`config.mk`:
```
export PLATFORM = sky130hd
export DESIGN_NAME = nfc_ctrl
export DESIGN_NICKNAME = d
export VERILOG_FILES = /design/src/nfc_pkg.sv /design/src/nfc_ctrl.sv
export SDC_FILE = /design/constraint.sdc
export NUM_CORES = 1
export LEC_CHECK = 0
export BUFFER_PORTS_ARGS = -buffer_cell sky130_fd_sc_hd__clkbuf_2
export CAP_MARGIN = 20
export CORE_ASPECT_RATIO = 1.2
export CORE_MARGIN = 3
export CORE_UTILIZATION = 47
export CTS_CLUSTER_DIAMETER = 80
export DETAILED_ROUTE_END_ITERATION = 12
export GPL_ROUTABILITY_DRIVEN = 1
export PLACE_DENSITY = 0.76
export SLEW_MARGIN = 25
export SYNTH_ARGS = -nofsm -noshare
export SYNTH_HDL_FRONTEND = slang
export SYNTH_SLANG_ARGS = --single-unit
```
`constraint.sdc`:
```
create_clock -name clk_i -period 2.2 [get_ports clk_i]
set_input_delay 0.33 -clock clk_i [delete_from_list [all_inputs] [get_ports clk_i]]
set_output_delay 0.33 -clock clk_i [all_outputs]
set_load 0.02 [all_outputs]
```
`src/nfc_pkg.sv`:
```
// nfc_pkg: register map, field positions, reset values and carriers
// assumes a 32-bit classic wishbone slave, byte addresses, one word each
package nfc_pkg;
    // -------------------------------------------------------------------
    // register offsets (byte addresses)
    // -------------------------------------------------------------------
    localparam logic [11:0] NFC_OFS_CHSEL = 12'h1C0;
    localparam logic [11:0] NFC_OFS_STATUS = 12'h1EC;
    localparam logic [11:0] NFC_OFS_MASK = 12'h1F0;
    localparam logic [11:0] NFC_OFS_STROBE = 12'h1F4;
    localparam logic [11:0] NFC_OFS_SRST = 12'h1F8;
    localparam logic [11:0] NFC_OFS_STROBE_REQ = 12'h1FC;
    // -------------------------------------------------------------------
    // field positions and reset values
    // -------------------------------------------------------------------
    localparam int NFC_BIT_CHSEL = 7;
    localparam int NFC_BIT_RDY = 0;
    localparam int NFC_BIT_MRDY = 0;
    localparam int NFC_BIT_INTEN = 7;
    localparam int NFC_BIT_SRST = 0;
    localparam int NFC_BIT_STB_RD = 0;
    localparam int NFC_BIT_STB_WR = 1;
    localparam logic NFC_RST_CHSEL = 1'b0;
    localparam logic NFC_RST_FLAG = 1'b0;
    localparam logic [3:0] NFC_RST_SPW = 4'h0;
    localparam int NFC_CHANNELS = 2;
    // -------------------------------------------------------------------
    // carriers
    // -------------------------------------------------------------------
    typedef struct packed {
        logic inten;
        logic mrdy;
    } nfc_mask_type;

    typedef struct packed {
        logic cyc;
        logic stb;
        logic we;
        logic [3:0] sel;
        logic [11:0] adr;
        logic [31:0] dat;
    } nfc_wb_req_type;

    typedef enum logic [1:0] {
        NFC_STB_IDLE = 2'b00,
        NFC_STB_LOW = 2'b01,
        NFC_STB_DONE = 2'b10
    } nfc_stb_state_type;
endpackage

```
`src/nfc_ctrl.sv`:
```
// nfc_ctrl: flash ready interrupt, strobe width, soft reset, channel select
// assumes a classic wishbone master on clk_i and an async ready/busy pin
//
// Behaviour
// ready flag sets on ready/busy rising edge when mask bit is one
// writing one clears ready flag, zero leaves it; bits 7:1 reserved
// interrupt high when enable, mask and ready flag are all one
// mask bit zero blocks setting the ready flag
// strobes stay low for strobe width field plus one clocks
// soft reset bit resets controller state except channel select; resets only the selected channel's registers and the strobe generator
// soft reset bit clears itself; writing zero does nothing
// software waits about ten clocks after soft reset before access
// channel select bit 7 routes shared addresses to channel 0 or 1
// ready/busy pin synchronised before edge detect, one event each
// reserved bits read zero and ignore writes
//
// The Wishbone register port was chosen for this implementation.
`timescale 1ns/1ns
module nfc_ctrl
(
    input wire logic clk_i,
    input wire logic rst_i,
    input wire logic cyc_i,
    input wire logic stb_i,
    input wire logic we_i,
    input wire logic [3:0] sel_i,
    input wire logic [11:0] adr_i,
    input wire logic [31:0] dat_i,
    output logic [31:0] dat_o,
    output logic ack_o,
    input wire logic flash_ready_busy_in_i,
    output logic flash_read_strobe_n_o,
    output logic flash_write_strobe_n_o,
    output logic flash_interrupt_o
);
    import nfc_pkg::*;

    // -------------------------------------------------------------------
    // state
    // -------------------------------------------------------------------
    nfc_wb_req_type req;
    logic chsel;
    logic [NFC_CHANNELS-1:0] rdy;
    nfc_mask_type mask [NFC_CHANNELS];
    logic [3:0] strobe_width_field [NFC_CHANNELS];
    logic [NFC_CHANNELS-1:0] srst;
    logic sync1;
    logic sync2;
    logic sync3;
    logic rise;
    logic wr_hit;
    logic wr_lane0;
    nfc_stb_state_type stb_state;
    nfc_stb_state_type next_stb_state;
    logic [3:0] stb_cnt;
    logic stb_is_wr;
    logic [31:0] next_dat;

    function automatic logic hit(input logic [11:0] a, input logic [11:0] o);
        hit = (a[11:2] == o[11:2]);
    endfunction

    assign req = '{cyc: cyc_i, stb: stb_i, we: we_i, sel: sel_i,
                   adr: adr_i, dat: dat_i};
    assign wr_hit = req.cyc && req.stb && req.we && !ack_o;
    assign wr_lane0 = wr_hit && req.sel[0];

    // -------------------------------------------------------------------
    // bus answer: ack one cycle after request, dropped next cycle
    // -------------------------------------------------------------------
    always_ff @(posedge clk_i)
    begin
        if (rst_i)
        begin
            ack_o <= 1'b0;
        end
        else
        begin
            ack_o <= req.cyc && req.stb && !ack_o;
        end
    end

    always_comb
    begin
        next_dat = 32'h0000_0000;
        if (hit(req.adr, NFC_OFS_CHSEL))
        begin
            next_dat[NFC_BIT_CHSEL] = chsel;
        end
        else if (hit(req.adr, NFC_OFS_STATUS))
        begin
            next_dat[NFC_BIT_RDY] = rdy[chsel];
        end
        else if (hit(req.adr, NFC_OFS_MASK))
        begin
            next_dat[NFC_BIT_INTEN] = mask[chsel].inten;
            next_dat[NFC_BIT_MRDY] = mask[chsel].mrdy;
        end
        else if (hit(req.adr, NFC_OFS_STROBE))
        begin
            next_dat[3:0] = strobe_width_field[chsel];
        end
        else if (hit(req.adr, NFC_OFS_SRST))
        begin
            next_dat[NFC_BIT_SRST] = srst[chsel];
        end
        else if (hit(req.adr, NFC_OFS_STROBE_REQ))
        begin
            next_dat[NFC_BIT_STB_RD] = (stb_state != NFC_STB_IDLE);
            next_dat[NFC_BIT_STB_WR] = (stb_state != NFC_STB_IDLE) &&
                                       stb_is_wr;
        end
    end

    always_ff @(posedge clk_i)
    begin
        if (rst_i)
        begin
            dat_o <= 32'h0000_0000;
        end
        else
        begin
            dat_o <= (req.cyc && req.stb && !req.we && !ack_o) ?
                next_dat : 32'h0;
        end
    end

    // -------------------------------------------------------------------
    // channel select, untouched by soft reset
    // -------------------------------------------------------------------
    always_ff @(posedge clk_i)
    begin
        if (rst_i)
        begin
            chsel <= NFC_RST_CHSEL;
        end
        else if (wr_lane0 && hit(req.adr, NFC_OFS_CHSEL))
        begin
            chsel <= req.dat[NFC_BIT_CHSEL];
        end
    end

    // -------------------------------------------------------------------
    // ready/busy synchroniser and edge detect
    // -------------------------------------------------------------------
    always_ff @(posedge clk_i)
    begin
        if (rst_i)
        begin
            // idle level of the pulled-up pin, no false edge after reset
            sync1 <= 1'b1;
            sync2 <= 1'b1;
            sync3 <= 1'b1;
        end
        else
        begin
            sync1 <= flash_ready_busy_in_i;
            sync2 <= sync1;
            sync3 <= sync2;
        end
    end

    assign rise = sync2 && !sync3;

    // -------------------------------------------------------------------
    // per-channel registers
    // -------------------------------------------------------------------
    for (genvar c = 0; c < NFC_CHANNELS; c++)
    begin : g_ch
        logic sel_me;
        logic clr;
        assign sel_me = wr_lane0 && (chsel == 1'(c));
        assign clr = sel_me && hit(req.adr, NFC_OFS_STATUS) &&
                     req.dat[NFC_BIT_RDY];

        // soft reset pulse lasts one cycle, then clears itself
        always_ff @(posedge clk_i)
        begin
            if (rst_i)
            begin
                srst[c] <= 1'b0;
            end
            else
            begin
                srst[c] <= sel_me && hit(req.adr, NFC_OFS_SRST) &&
                           req.dat[NFC_BIT_SRST] && !srst[c];
            end
        end

        always_ff @(posedge clk_i)
        begin
            if (rst_i || srst[c])
            begin
                rdy[c] <= NFC_RST_FLAG;
            end
            else if (rise && mask[c].mrdy)
            begin
                rdy[c] <= 1'b1;
            end
            else if (clr)
            begin
                rdy[c] <= 1'b0;
            end
        end

        always_ff @(posedge clk_i)
        begin
            if (rst_i || srst[c])
            begin
                mask[c] <= '{inten: 1'b0, mrdy: 1'b0};
                strobe_width_field[c] <= NFC_RST_SPW;
            end
            else if (sel_me && hit(req.adr, NFC_OFS_MASK))
            begin
                mask[c].inten <= req.dat[NFC_BIT_INTEN];
                mask[c].mrdy <= req.dat[NFC_BIT_MRDY];
            end
            else if (sel_me && hit(req.adr, NFC_OFS_STROBE))
            begin
                strobe_width_field[c] <= req.dat[3:0];
            end
        end
    end

    // -------------------------------------------------------------------
    // interrupt
    // -------------------------------------------------------------------
    always_ff @(posedge clk_i)
    begin
        if (rst_i)
        begin
            flash_interrupt_o <= 1'b0;
        end
        else
        begin
            flash_interrupt_o <= (mask[0].inten && mask[0].mrdy && rdy[0]) ||
                (mask[1].inten && mask[1].mrdy && rdy[1]);
        end
    end

    // -------------------------------------------------------------------
    // strobe generator: software request, low for width plus one clocks
    // -------------------------------------------------------------------
    always_comb
    begin
        next_stb_state = stb_state;
        case (stb_state)
            NFC_STB_IDLE:
            begin
                if (wr_lane0 && hit(req.adr, NFC_OFS_STROBE_REQ) &&
                    (req.dat[NFC_BIT_STB_RD] || req.dat[NFC_BIT_STB_WR]))
                begin
                    next_stb_state = NFC_STB_LOW;
                end
            end
            NFC_STB_LOW:
            begin
                if (stb_cnt == 4'h0)
                begin
                    next_stb_state = NFC_STB_DONE;
                end
            end
            NFC_STB_DONE:
            begin
                next_stb_state = NFC_STB_IDLE;
            end
            default:
            begin
                next_stb_state = NFC_STB_IDLE;
            end
        endcase
    end

    always_ff @(posedge clk_i)
    begin
        if (rst_i || srst[chsel])
        begin
            stb_state <= NFC_STB_IDLE;
            stb_cnt <= 4'h0;
            stb_is_wr <= 1'b0;
            flash_read_strobe_n_o <= 1'b1;
            flash_write_strobe_n_o <= 1'b1;
        end
        else
        begin
            stb_state <= next_stb_state;
            if (stb_state == NFC_STB_IDLE &&
                next_stb_state == NFC_STB_LOW)
            begin
                stb_cnt <= strobe_width_field[chsel];
                stb_is_wr <= req.dat[NFC_BIT_STB_WR];
                flash_read_strobe_n_o <= req.dat[NFC_BIT_STB_WR];
                flash_write_strobe_n_o <= !req.dat[NFC_BIT_STB_WR];
            end
            else if (stb_state == NFC_STB_LOW)
            begin
                stb_cnt <= stb_cnt - 4'h1;
                if (stb_cnt == 4'h0)
                begin
                    flash_read_strobe_n_o <= 1'b1;
                    flash_write_strobe_n_o <= 1'b1;
                end
            end
        end
    end
endmodule

```
* Yosys cells after proc, flatten, opt, wreduce, memory -nomap -nowiden
Memory sizes are Yosys's and may differ from the RTL's. A register that Yosys moved wholly into a read port is not among the register bits.
Index checks and enable logic that the tools add are counted.
** Operators by class
- Add/sub/neg operators :: 1
- Divide/modulo/power cells :: 0
- $mul :: 0
- Muxes and demuxes :: 54
- Order comparisons :: 1
- Bitwise operators :: 9
- Shifts and indexed selects :: 0
- Eq/ne operators :: 8
- Reductions and logical operators :: 58
** Operator list (count)
- $eq 10x7->1 const B :: 6
- $mux 1 :: 45
- $logic_and 1x1->1 :: 35
- $mux 4 :: 4
- $reduce_bool 2->1 :: 5
- $mux 2 :: 4
- $logic_not 1->1 :: 6
- $or 1x1->1 :: 6
- $reduce_or 6->1 :: 1
- $logic_or 1x1->1 :: 5
- $reduce_or 5->1 :: 1
- $eq 2x1->1 const B :: 2
- $logic_not 4->1 :: 1
- $pmux 2 s2 :: 1
- $sub 4x1->4 const B :: 1
- $not 1->1 :: 3
- $reduce_or 3->1 :: 1
- $logic_not 2->1 :: 1
- $lt 1x2->1 const B :: 1
- $reduce_and 2->1 :: 1
- $reduce_or 2->1 :: 1
** Word-level totals
- ROM bits :: 0
- Output and inout port bits :: 36
- Word-level logic and storage cells :: 153
- Memory bits (writable) :: 12
- Memories kept :: 2
- Latch bits :: 0
- Input port bits :: 54
- Register bits :: 51
** Memory list
- strobe_width_field :: depth 2, width 4, rd ports 1, clocked after memory_dff 1, write ports 2, RTL line nfc_ctrl.sv:45 : logic [3:0] strobe_width_field [NFC_CHANNELS];
- mask :: depth 2, width 2, rd ports 3, clocked after memory_dff 1, write ports 2, RTL line nfc_ctrl.sv:44 : nfc_mask_type mask [NFC_CHANNELS];

* Logic depth before layout (Yosys ltp)
Gate-level depths: netlist of run 1.
- Depth after elaboration :: 12
- Gate-level depth with buffers :: 6
- Mapped depth without buffers :: 6

* Least setup slack after synthesis of run 1
Ideal clock, no wire load.
- Kind :: input to register
- Start :: input adr_i[9]
- End :: memory strobe_width_field[0][0], enable pin
- Slack :: 0.358 ns
- Stages on the path :: 6
- Setup time :: 0.361 ns
- Arrival time :: 1.480 ns
- Path buffers :: 2
- Cell sequence :: and4b_1 > clkbuf_1 > and2_0 > buf_2 > nand3b_1 > o21ai_0
** RTL lines
- start: declaration :: RTL line nfc_ctrl.sv:27 : input wire logic [11:0] adr_i,
- end: declaration :: RTL line nfc_ctrl.sv:45

* Worst setup path in the final report of run 1
- Start :: register ack_o
- End :: register stb_cnt[2]
** On the way
- Cells in the longest elaborated chain, start to end :: 10
- Elaborated cells on any way between the ends :: 11
** Ends and longest elaborated chain
- start: declaration :: RTL line nfc_ctrl.sv:30 : output logic ack_o,
- start signal: assignment :: RTL line nfc_ctrl.sv:79 : ack_o <= req.cyc && req.stb && !ack_o;
- $logic_not 1->1 (*) :: RTL line nfc_ctrl.sv:65 : assign wr_hit = req.cyc && req.stb && req.we && !ack_o;
- $logic_and 1x1->1 (*) :: RTL line nfc_ctrl.sv:65
- $logic_and 1x1->1 (*) :: RTL line nfc_ctrl.sv:66 : assign wr_lane0 = wr_hit && req.sel[0];
- $logic_and 1x1->1 (*) (2 in series) :: RTL line nfc_ctrl.sv:250 : if (wr_lane0 && hit(req.adr, NFC_OFS_STROBE_REQ) &&
- $mux 2 (*) :: RTL line nfc_ctrl.sv:250
- $pmux 2 s2 (*) :: RTL line nfc_ctrl.sv:247 : case (stb_state)
- $eq 2x1->1 (*) :: RTL line nfc_ctrl.sv:288 : next_stb_state == NFC_STB_LOW)
- $logic_and 1x1->1 (*) :: RTL line nfc_ctrl.sv:287 : if (stb_state == NFC_STB_IDLE &&
- $mux 4 or $reduce_bool 2->1 (tied branches)
- end signal: assignment :: RTL line nfc_ctrl.sv:290 : stb_cnt <= strobe_width_field[chsel];
- end signal: assignment :: RTL line nfc_ctrl.sv:297 : stb_cnt <= stb_cnt - 4'h1;
- end: declaration :: RTL line nfc_ctrl.sv:55 : logic [3:0] stb_cnt;
Every way passes the cells marked *; elsewhere a longest branch is shown, timed or not.
A chain may end at the register's enable or synchronous reset.

==> results of run 1 <==
-- worst max path at each step --
stage | endpoint | start
after global placement | stb_is_wr$_SDFFE_PP0P_ | adr_i[2]
after floorplan | strobe_width_field[0][0]$_SDFFCE_PN0P_ | adr_i[9]
after CTS | stb_cnt[2]$_SDFFE_PP0P_ | ack_o$_SDFF_PP0_
after global routing | srst[1]$_SDFF_PP0_ | chsel$_SDFFE_PP0P_
after detailed placement | flash_read_strobe_n_o$_SDFFE_PP1P_ | adr_i[2]
final | stb_cnt[2]$_SDFFE_PP0P_ | ack_o$_SDFF_PP0_
-- Yosys cell counts, types with 4 or more instances --
library cell | number | share of area
sky130_fd_sc_hd__mux2i_1 | 8 | 0.040
sky130_fd_sc_hd__nor3_1 | 6 | 0.015
sky130_fd_sc_hd__edfxtp_1 | 12 | 0.18
sky130_fd_sc_hd__nor2_1 | 13 | 0.024
sky130_fd_sc_hd__nand2b_1 | 4 | 0.012
sky130_fd_sc_hd__o21ai_0 | 7 | 0.017
sky130_fd_sc_hd__buf_4 | 27 | 0.10
sky130_fd_sc_hd__nand3_1 | 5 | 0.012
sky130_fd_sc_hd__or3_1 | 6 | 0.019
sky130_fd_sc_hd__dfxtp_1 | 25 | 0.25
sky130_fd_sc_hd__nand2_1 | 10 | 0.019
sky130_fd_sc_hd__or2_2 | 4 | 0.012
sky130_fd_sc_hd__inv_1 | 5 | 0.0093
sky130_fd_sc_hd__and3_1 | 12 | 0.037
sky130_fd_sc_hd__buf_2 | 4 | 0.0099
-- state kept, by name, summed over array words and instances, names as in the netlist, 2 cells and up, named ones only --
signal and count:
rdy 2, stb_cnt 4, strobe_width_field 8, srst 2, dat_o 5, stb_state 2
mask 4
-- area by class of cell --
cell class,instances,area share
Sequential cell,37,0.388
Timing Repair Buffer,34,0.0811
Tap cell,54,0.0304
Multi-Input combinational cell,159,0.449
Inverter,5,0.00845
Clock inverter,2,0.00620
Clock buffer,6,0.0372
-- critical path: cells and delay by family (launching register included) --
kind / cells / cell delay [ps]
AND/OR/NAND/NOR: 2 / 680
AO/OA/AOI/OAI: 2 / 630
flip-flops: 1 / 310
-- power groups by stage --
stage               registers (mW)  clock network [mW]  logic (mW)
global route                 0.719               0.542       0.142
detailed placement           0.734                   0       0.127
global placement             0.733                   0       0.125
CTS                          0.718               0.506       0.127
floorplan                    0.733                   0       0.123
finish                       0.718               0.498       0.128
-- logic make-up after synthesis --
| logic type | count (synthesis) | share of synthesized area |
|---|---|---|
| AOI/OAI and AO/OA | 33 | 0.119 |
| and+or+nand+nor | 85 | 0.253 |
| buffers and inverters | 40 | 0.130 |
| muxes | 11 | 0.0562 |
| xor gates and xnor gates | 2 | 0.00865 |
| DFF | 37 | 0.425 |
| other | 1 | 0.00185 |
| adders and majority gates | 1 | 0.00618 |
-- per-stage QoR --
step | power, mW | std cells | setup slack, ps | instance area (um2) | util
after floorplan | 0.856 | 236 | 358 | 2120 | -
after global placement | 0.858 | 289 | 424 | 2120 | 0.527
after detailed placement | 0.860 | 289 | 405 | 2120 | 0.527
after CTS | 1.35 | 297 | 531 | 2220 | 0.550
after global routing | 1.40 | 297 | 403 | 2220 | 0.550
final | 1.34 | 297 | 510 | 2220 | 0.550
-- per-layer routing --
layer | GRT usage | up-vias | wire length (um)
met5 | 0 | - | 0
met3 | 0.0434 | 10 | 230
met1 | 0.201 | 737 | 1670
met2 | 0.280 | 49 | 2050
met4 | 0.0892 | 0 | 113
li1 | - | 779 | -
==> flow_summary.json, run 1 <==
{
  "timing.final.crit_period_ps": 1690,
  "regToRegEndpoint": "stb_cnt[2]$_SDFFE_PP0P_",
  "die-height_um": 77.9,
  "mapped_avg_cell_area_um2": 9.64,
  "detailroute.via_count": 1575,
  "worstSkewPairLatency_ps": 290,
  "layout-area-overhead-vs-synth_pct": 9.70,
  "critical_path_peak_fanout": 7,
  "detail_route.drc_violations": 0,
  "syn-cell-area_mm2": 0.00202,
  "power.ir.vdd_worst_v": 0.000366,
  "timing_hold_violations_final": 0,
  "design.portCount": 90,
  "power.switching_mw": 0.341,
  "num-fill-cells": 347,
  "clk_pin_slew_worst_setup_hold_paths_ps": 70,
  "number_of_antenna_violations_at_the_first_check_in_global_routing": 0,
  "fin_nets": 297,
  "path_cells": "nand3b_4 -> or3_1 -> o41ai_1 -> a22o_1",
  "timing.critical_path.required_ps": 2430,
  "design.die.area_mm2": 0.00513,
  "min_path_type": "input pin to register",
  "floorplan.initialDensity": 0.502,
  "cts_hold_buffers": 0,
  "tritoncts": "yes",
  "cp_slowest_stage_delay_ps": 490,
  "worst_hold_path.num_cells": 2,
  "run_status": "finished clean",
  "placement.io_buffers": 30,
  "whs_ps": 214,
  "multiInputGateArea_um2": 997,
  "antenna_violating_nets_post_route": 0,
  "timing.setup.tns_ps": 0,
  "share_of_synthesized_area_occupied_by_flip_flops_and_latches": 0.425,
  "vias_in_the_first_global_route": 1485,
  "grt.overflow.total": 0,
  "synthFlopType": "sky130_fd_sc_hd__dfxtp_1",
  "core_area_mm2": 0.00404,
  "worstReg2RegStart": "ack_o$_SDFF_PP0_",
  "postSynth.asyncResetShare": 0,
  "static_leakage_nw": 0.939,
  "clock_power_share": 0.370,
  "synth-edff-count": 12,
  "endpoint_kind": "register",
  "mostFrequentLayoutCell": "sky130_fd_sc_hd__clkbuf_2",
  "timing.critical_path.arrival_ps": 1920,
  "clock_skew_ps": 7.83,
  "cp-start-kind": "register",
  "postSynthRegisterBits": 37,
  "synthesis.yosys.warnings": 0,
  "drt_pre_antenna_iters": 4,
  "cts_buffers": 5,
  "clk_root_buffer_cell": "sky130_fd_sc_hd__clkbuf_8",
  "clock_sinks": 37,
  "seq_area_um2": 861,
  "grtUsageTotal": 0.171,
  "max-cap-violations": 0,
  "power_density_mw_per_mm2": 605,
  "site_row_count": 25,
  "post_cts_resized": 0,
  "place.detailed.hpwl_um": 3180,
  "grt_start_max_net_pins": 14,
  "max-clock-path-buffers": 2,
  "power_share_of_the_sequential_group": 0.534,
  "achievable-frequency_mhz": 592,
  "wire_per_inst_um": 13.7,
  "drive_gt1_frac": 0.230,
  "drt-total-wl_um": 4070,
  "post-cts-setup-buffer-count": 0,
  "syn_inst": 210,
  "timing.final.setup_violations": 0,
  "unrepaired_setup_endpoints_after_global_routing": "no",
  "slowest_stage": "sky130_fd_sc_hd__or3_1",
  "routability_congestion_estimate_from_global_placement": 0.919,
  "internal_power_mw": 1.00,
  "ff2ff_setup_slack_ps": 510,
  "comb_power_frac": 0.096,
  "ctsHtreeMaxLevel": 2,
  "period_share": 0.768,
  "synth.distinct_cells": 50,
  "hold_start": "flash_ready_busy_in_i",
  "detail_route.vias_per_cell": 5.30,
  "drtIter0Drc": 70,
  "whs_endpoint": "sync1$_SDFF_PP1_",
  "final_slew_violations": 0,
  "layout_common_cells": "sky130_fd_sc_hd__clkbuf_2, sky130_fd_sc_hd__conb_1, sky130_fd_sc_hd__dfxtp_1, sky130_fd_sc_hd__nor2_1",
  "depth_of_the_most_critical_reg_to_reg_path": 4,
  "setup.worst_path.class": "register to register",
  "sw_frac_of_total": 0.254,
  "n_antenna_cell": 0,
  "grt_pass1_wl_um": 6630,
  "die-width_um": 65.9
}
(Power assumes the default switching activity.)
==> inputs of run 2 (changes only) <==
Settings changed: CORE_UTILIZATION 47 to 42, PLACE_DENSITY 0.76 to 0.71.
Clock period 2.2 ns to 1.36 ns, I/O delays scaled along.
==> run 2 against run 1 <==
The flow now finishes with violations (setup timing). Largest cell class unchanged. Cell count is 13% higher. First-iteration DRC count increased to 2.7 times the previous value. Routed wire length rose by 20%. Total power increased by 90%. Register-to-register slack worse by 640 ps. Clock power increased by 130%.
==> flow_summary.json, run 2 (same netlist as run 1, synthesis figures left out) <==
{
  "number_of_antenna_violations_at_the_first_check_in_global_routing": 0,
  "mostFrequentLayoutCell": "sky130_fd_sc_hd__buf_4",
  "power.switching_mw": 0.579,
  "routability_congestion_estimate_from_global_placement": 0.892,
  "top_register": "strobe_width_field",
  "timing.critical_path.arrival_ps": 1460,
  "timing.final.setup_violations": 33,
  "detail_route.drc_violations": 0,
  "antenna_violating_nets_post_route": 0,
  "drive_gt1_frac": 0.423,
  "tritoncts": "yes",
  "num-fill-cells": 388,
  "final_slew_violations": 0,
  "max-cap-violations": 0,
  "sw_frac_of_total": 0.227,
  "die-height_um": 82.1,
  "detail_route.vias_per_cell": 5.15,
  "violations_in_the_final_reports": "setup timing",
  "detailed_place.area_mm2": 0.00244,
  "layout-area-overhead-vs-synth_pct": 33.1,
  "clk_root_buffer_cell": "sky130_fd_sc_hd__clkbuf_8",
  "design.portCount": 90,
  "power.ir.vdd_worst_v": 0.000644,
  "period_share": 1.09,
  "grtUsageTotal": 0.173,
  "whs_ps": 96.3,
  "drtIter0Drc": 187,
  "core_area_mm2": 0.00463,
  "grt_start_max_net_pins": 13,
  "placement.io_buffers": 30,
  "wl_met2_um": 2640,
  "uppermost_layer_routed": "met4",
  "post-layout-total-power_mw": 2.56,
  "site_row_count": 27,
  "static_leakage_nw": 1.17,
  "comb_power_frac": 0.105,
  "ctsHtreeMaxLevel": 2,
  "layout_setup_ws_ps": -129,
  "die-width_um": 69.4,
  "fin_nets": 333,
  "reg.largest.list": "strobe_width_field (8), dat_o (5)",
  "endpoint_kind": "register",
  "timing.critical_path.required_ps": 1330,
  "path_cells": "nand3b_4 -> or3_4 -> o21ai_2",
  "design.die.area_mm2": 0.00569,
  "cts_buffers": 5,
  "timing.final.crit_period_ps": 1490,
  "run_status": "finished, violations left",
  "slowest_stage": "sky130_fd_sc_hd__or3_4",
  "cp-start-kind": "register",
  "achievable-frequency_mhz": 672,
  "n_antenna_cell": 0,
  "grt_pass1_wl_um": 7690,
  "min_path_type": "input pin to register",
  "critical_path_peak_fanout": 6,
  "layout.cells.non_filler": 337,
  "clock_sinks": 37,
  "place.detailed.hpwl_um": 3710,
  "worstSkewPairLatency_ps": 290,
  "drt_pre_antenna_iters": 5,
  "cp_slowest_stage_delay_ps": 380,
  "finish.instance_area_mm2": 0.00270,
  "layout_common_cells": "sky130_fd_sc_hd__buf_4, sky130_fd_sc_hd__clkbuf_2, sky130_fd_sc_hd__conb_1, sky130_fd_sc_hd__dfxtp_1",
  "grt.overflow.total": 0,
  "setup.worst_path.class": "register to register",
  "vias_in_the_first_global_route": 1647,
  "place_inst": 328,
  "floorplan.initialDensity": 0.437,
  "largest_reg_flops": 8,
  "max-clock-path-buffers": 2,
  "detailroute.wirelength.met3_um": 278,
  "detailroute.via_count": 1736,
  "clock_power_share": 0.441,
  "fin_util": 0.582,
  "wl_met1_um": 1880,
  "internal_power_mw": 1.98,
  "unrepaired_setup_endpoints_after_global_routing": "yes",
  "power_density_mw_per_mm2": 949,
  "clk_pin_slew_worst_setup_hold_paths_ps": 70,
  "power_share_of_the_sequential_group": 0.454,
  "clock_skew_ps": 5.75,
  "drt-total-wl_um": 4880,
  "timing_hold_violations_final": 0,
  "wire_per_inst_um": 14.5
}
==> run 2: through the flow <==
step                setup slack [ps]  TNS (ps)
floorplan                       -158     -2480
global placement                -195     -4830
detailed placement              -237     -5600
CTS                             -143     -3050
global route                    -193     -4990
finish                          -129     -3090
==> run 2: worst max-delay path: cells and delay by family, from the launching register on <==
kind | cells | cell delay [ps]
flops | 1 | 340
compound gates | 1 | 270
simple gates | 2 | 560
==> run 2: layer usage <==
layer,GRT usage,vias up
li1,-,855
met1,0.193,812
met2,0.324,61
met3,0.0392,8
met4,0.0645,0
met5,0,-
==> run 2: power groups by stage <==
stage	logic, mW	clock network, mW	registers, mW
after floorplan	0.204	0	1.19
after global placement	0.243	0	1.19
after detailed placement	0.247	0	1.19
after CTS	0.256	1.14	1.16
after global routing	0.287	1.20	1.16
final	0.268	1.13	1.16
==> run 2: final cells by class <==
type	count	area [um2]	share of cell area
multi-input cells	159	1140	0.423
flip-flops and latches	37	867	0.322
repair buffers	70	462	0.171
well taps	58	72.6	0.0269
clock buffers	5	68.8	0.0255
clock inverters	3	65.1	0.0241
inverters	5	18.8	0.00696
==> run 2: final timing paths <==
check | start | end | slack, ps | depth (start not counted)
max | ack_o$_SDFF_PP0_ | strobe_width_field[1][2]$_SDFFCE_PN0P_ | -130 | 3
min | flash_ready_busy_in_i | sync1$_SDFF_PP1_ | 100 | 2
max reg2reg | ack_o$_SDFF_PP0_ | strobe_width_field[1][2]$_SDFFCE_PN0P_ | -130 | 3
min reg2reg | sync1$_SDFF_PP1_ | sync2$_SDFF_PP1_ | 420 | 1
==> run 2: what timing repair did <==
action,4_1_cts,5_1_grt
gates resized for setup,15,16
hold buffers,0,0
pin swaps,7,6
setup endpoints to repair,36,37
buffers inserted,0,2
==> inputs of run 3 (changes only) <==
Settings changed: PLACE_DENSITY 0.71 to 0.82.
==> run 3 against run 2 <==
The flow still finishes with violations (setup timing). Register-to-register slack got worse by 40 ps. Global-route usage grew 0.13 points. Clock power down 16%. Routed wire length up 4.9%. Critical path type unchanged. Largest cell class unchanged. Largest power group unchanged.
==> flow_summary.json, run 3 (same netlist as run 1, synthesis figures left out) <==
{
  "tritoncts": "yes",
  "cp_num_buf_inv": 1,
  "whs_ps": 88.4,
  "timing_hold_violations_final": 0,
  "power_density_mw_per_mm2": 877,
  "final_slew_violations": 0,
  "core_area_mm2": 0.00463,
  "routability_congestion_estimate_from_global_placement": 0.875,
  "cp_slowest_stage_delay_ps": 380,
  "worstSkewPairLatency_ps": 300,
  "min_path_type": "input pin to register",
  "violations_in_the_final_reports": "setup timing",
  "layout_setup_ws_ps": -173,
  "drt-total-wl_um": 5110,
  "worst_slew_pin_slew_ps": 555,
  "detailroute.via_count": 1774,
  "path_cells": "nand3b_4 -> or3_4 -> nor3_4 -> buf_6 -> and3_1",
  "clk_root_buffer_cell": "sky130_fd_sc_hd__clkbuf_8",
  "drtIter0Drc": 69,
  "fin_nets": 332,
  "cts_hold_buffers": 0,
  "run_status": "finished, violations left",
  "finish.instance_area_mm2": 0.00272,
  "timing.final.setup_violations": 34,
  "clk_pin_slew_worst_setup_hold_paths_ps": 80,
  "die-width_um": 69.4,
  "mostFrequentLayoutCell": "sky130_fd_sc_hd__buf_4",
  "top_register": "strobe_width_field",
  "critical_path_peak_fanout": 5,
  "cp-start-kind": "register",
  "timing.final.crit_period_ps": 1530,
  "power.ir.vdd_worst_v": 0.000952,
  "timing.critical_path.required_ps": 1530,
  "n_antenna_cell": 0,
  "vias_in_the_first_global_route": 1677,
  "antenna_violating_nets_post_route": 0,
  "grt_start_max_net_pins": 14,
  "number_of_antenna_violations_at_the_first_check_in_global_routing": 0,
  "drive_gt1_frac": 0.417,
  "largest_reg_flops": 8,
  "slowest_stage": "sky130_fd_sc_hd__or3_4",
  "num-fill-cells": 370,
  "endpoint_kind": "register",
  "layout_common_cells": "sky130_fd_sc_hd__buf_4, sky130_fd_sc_hd__clkbuf_2, sky130_fd_sc_hd__conb_1, sky130_fd_sc_hd__dfxtp_1, sky130_fd_sc_hd__edfxtp_1",
  "drt_pre_antenna_iters": 4,
  "crit_family": "simple AND/OR/NAND/NOR gates",
  "unrepaired_setup_endpoints_after_global_routing": "yes",
  "grt_pass1_wl_um": 7540,
  "clock_sinks": 37,
  "detail_route.drc_violations": 0,
  "grt.overflow.total": 0,
  "reg.largest.list": "strobe_width_field (8), dat_o (5)",
  "floorplan.initialDensity": 0.437,
  "period_share": 1.13,
  "clock_skew_ps": 9.46,
  "fin_util": 0.587,
  "wire_per_inst_um": 15.2,
  "setup.worst_path.class": "register to register",
  "place_inst": 325,
  "ctsHtreeMaxLevel": 2,
  "slew_headroom": 0.628,
  "die-height_um": 82.1,
  "place.detailed.hpwl_um": 3570,
  "design.portCount": 90,
  "static_leakage_nw": 1.18,
  "layout.cells.non_filler": 336,
  "cts_buffers": 5,
  "detailed_place.area_mm2": 0.00241,
  "layout-area-overhead-vs-synth_pct": 34.2,
  "timing.critical_path.arrival_ps": 1700,
  "max-clock-path-buffers": 2,
  "post-layout-total-power_mw": 2.38,
  "placement.io_buffers": 30,
  "place_ws_ps": -257,
  "grtUsageTotal": 0.175,
  "max-cap-violations": 0,
  "design.die.area_mm2": 0.00569,
  "detail_route.vias_per_cell": 5.28,
  "achievable-frequency_mhz": 652,
  "site_row_count": 27,
  "ff2ff_setup_slack_ps": -170,
  "timing.setup.tns_ps": -4040
}
-- run 3: cell types whose count changed in the layout (fill, tap and decap cells not counted), sizes merged --
cell	previous run	this run
buf	40	39
bufinv	2	1
clkbuf	35	36
-- run 3: worst reg2reg max path: stages, from the launching register on --
cell,delay [ps]
sky130_fd_sc_hd__dfxtp_4,350
sky130_fd_sc_hd__nand3b_4,170
sky130_fd_sc_hd__or3_4,380
sky130_fd_sc_hd__nor3_4,190
sky130_fd_sc_hd__buf_6,140
sky130_fd_sc_hd__and3_1,160
-- run 3: final timing paths --
path,depth (start not counted),startpoint,to
hold reg to reg,1,sync1$_SDFF_PP1_,sync2$_SDFF_PP1_
hold / removal,2,flash_ready_busy_in_i,sync1$_SDFF_PP1_
setup reg to reg,5,ack_o$_SDFF_PP0_,strobe_width_field[0][2]$_SDFFCE_PN0P_
setup / recovery,5,ack_o$_SDFF_PP0_,strobe_width_field[0][2]$_SDFFCE_PN0P_
-- run 3: layer usage --
metal,global-route usage,wire length (um),vias up
li1,-,-,845
met1,0.164,1860,838
met2,0.343,2770,74
met3,0.0453,301,17
met4,0.104,176,0
met5,0,0,-
-- run 3: final cells by class --
type,count,area [um2],area share
multi-input cells,159,1190,0.438
flip-flops and latches,37,867,0.319
clock inverters,2,35.0,0.0129
repair buffers,69,462,0.170
clock buffers,6,72.6,0.0267
well taps,58,72.6,0.0267
inverters,5,18.8,0.00691
-- run 3: report_power, final --
group	switching [mW]	internal [mW]
sequential	0.00736	1.15
combinational	0.177	0.0944
clock	0.407	0.544
total	0.592	1.79
-- run 3: repair_timing --
| item | CTS | global route |
|---|---|---|
| pin swaps | 6 | 9 |
| buffers inserted | 3 | 0 |
| resized for setup | 17 | 21 |
| setup endpoints to repair | 35 | 40 |
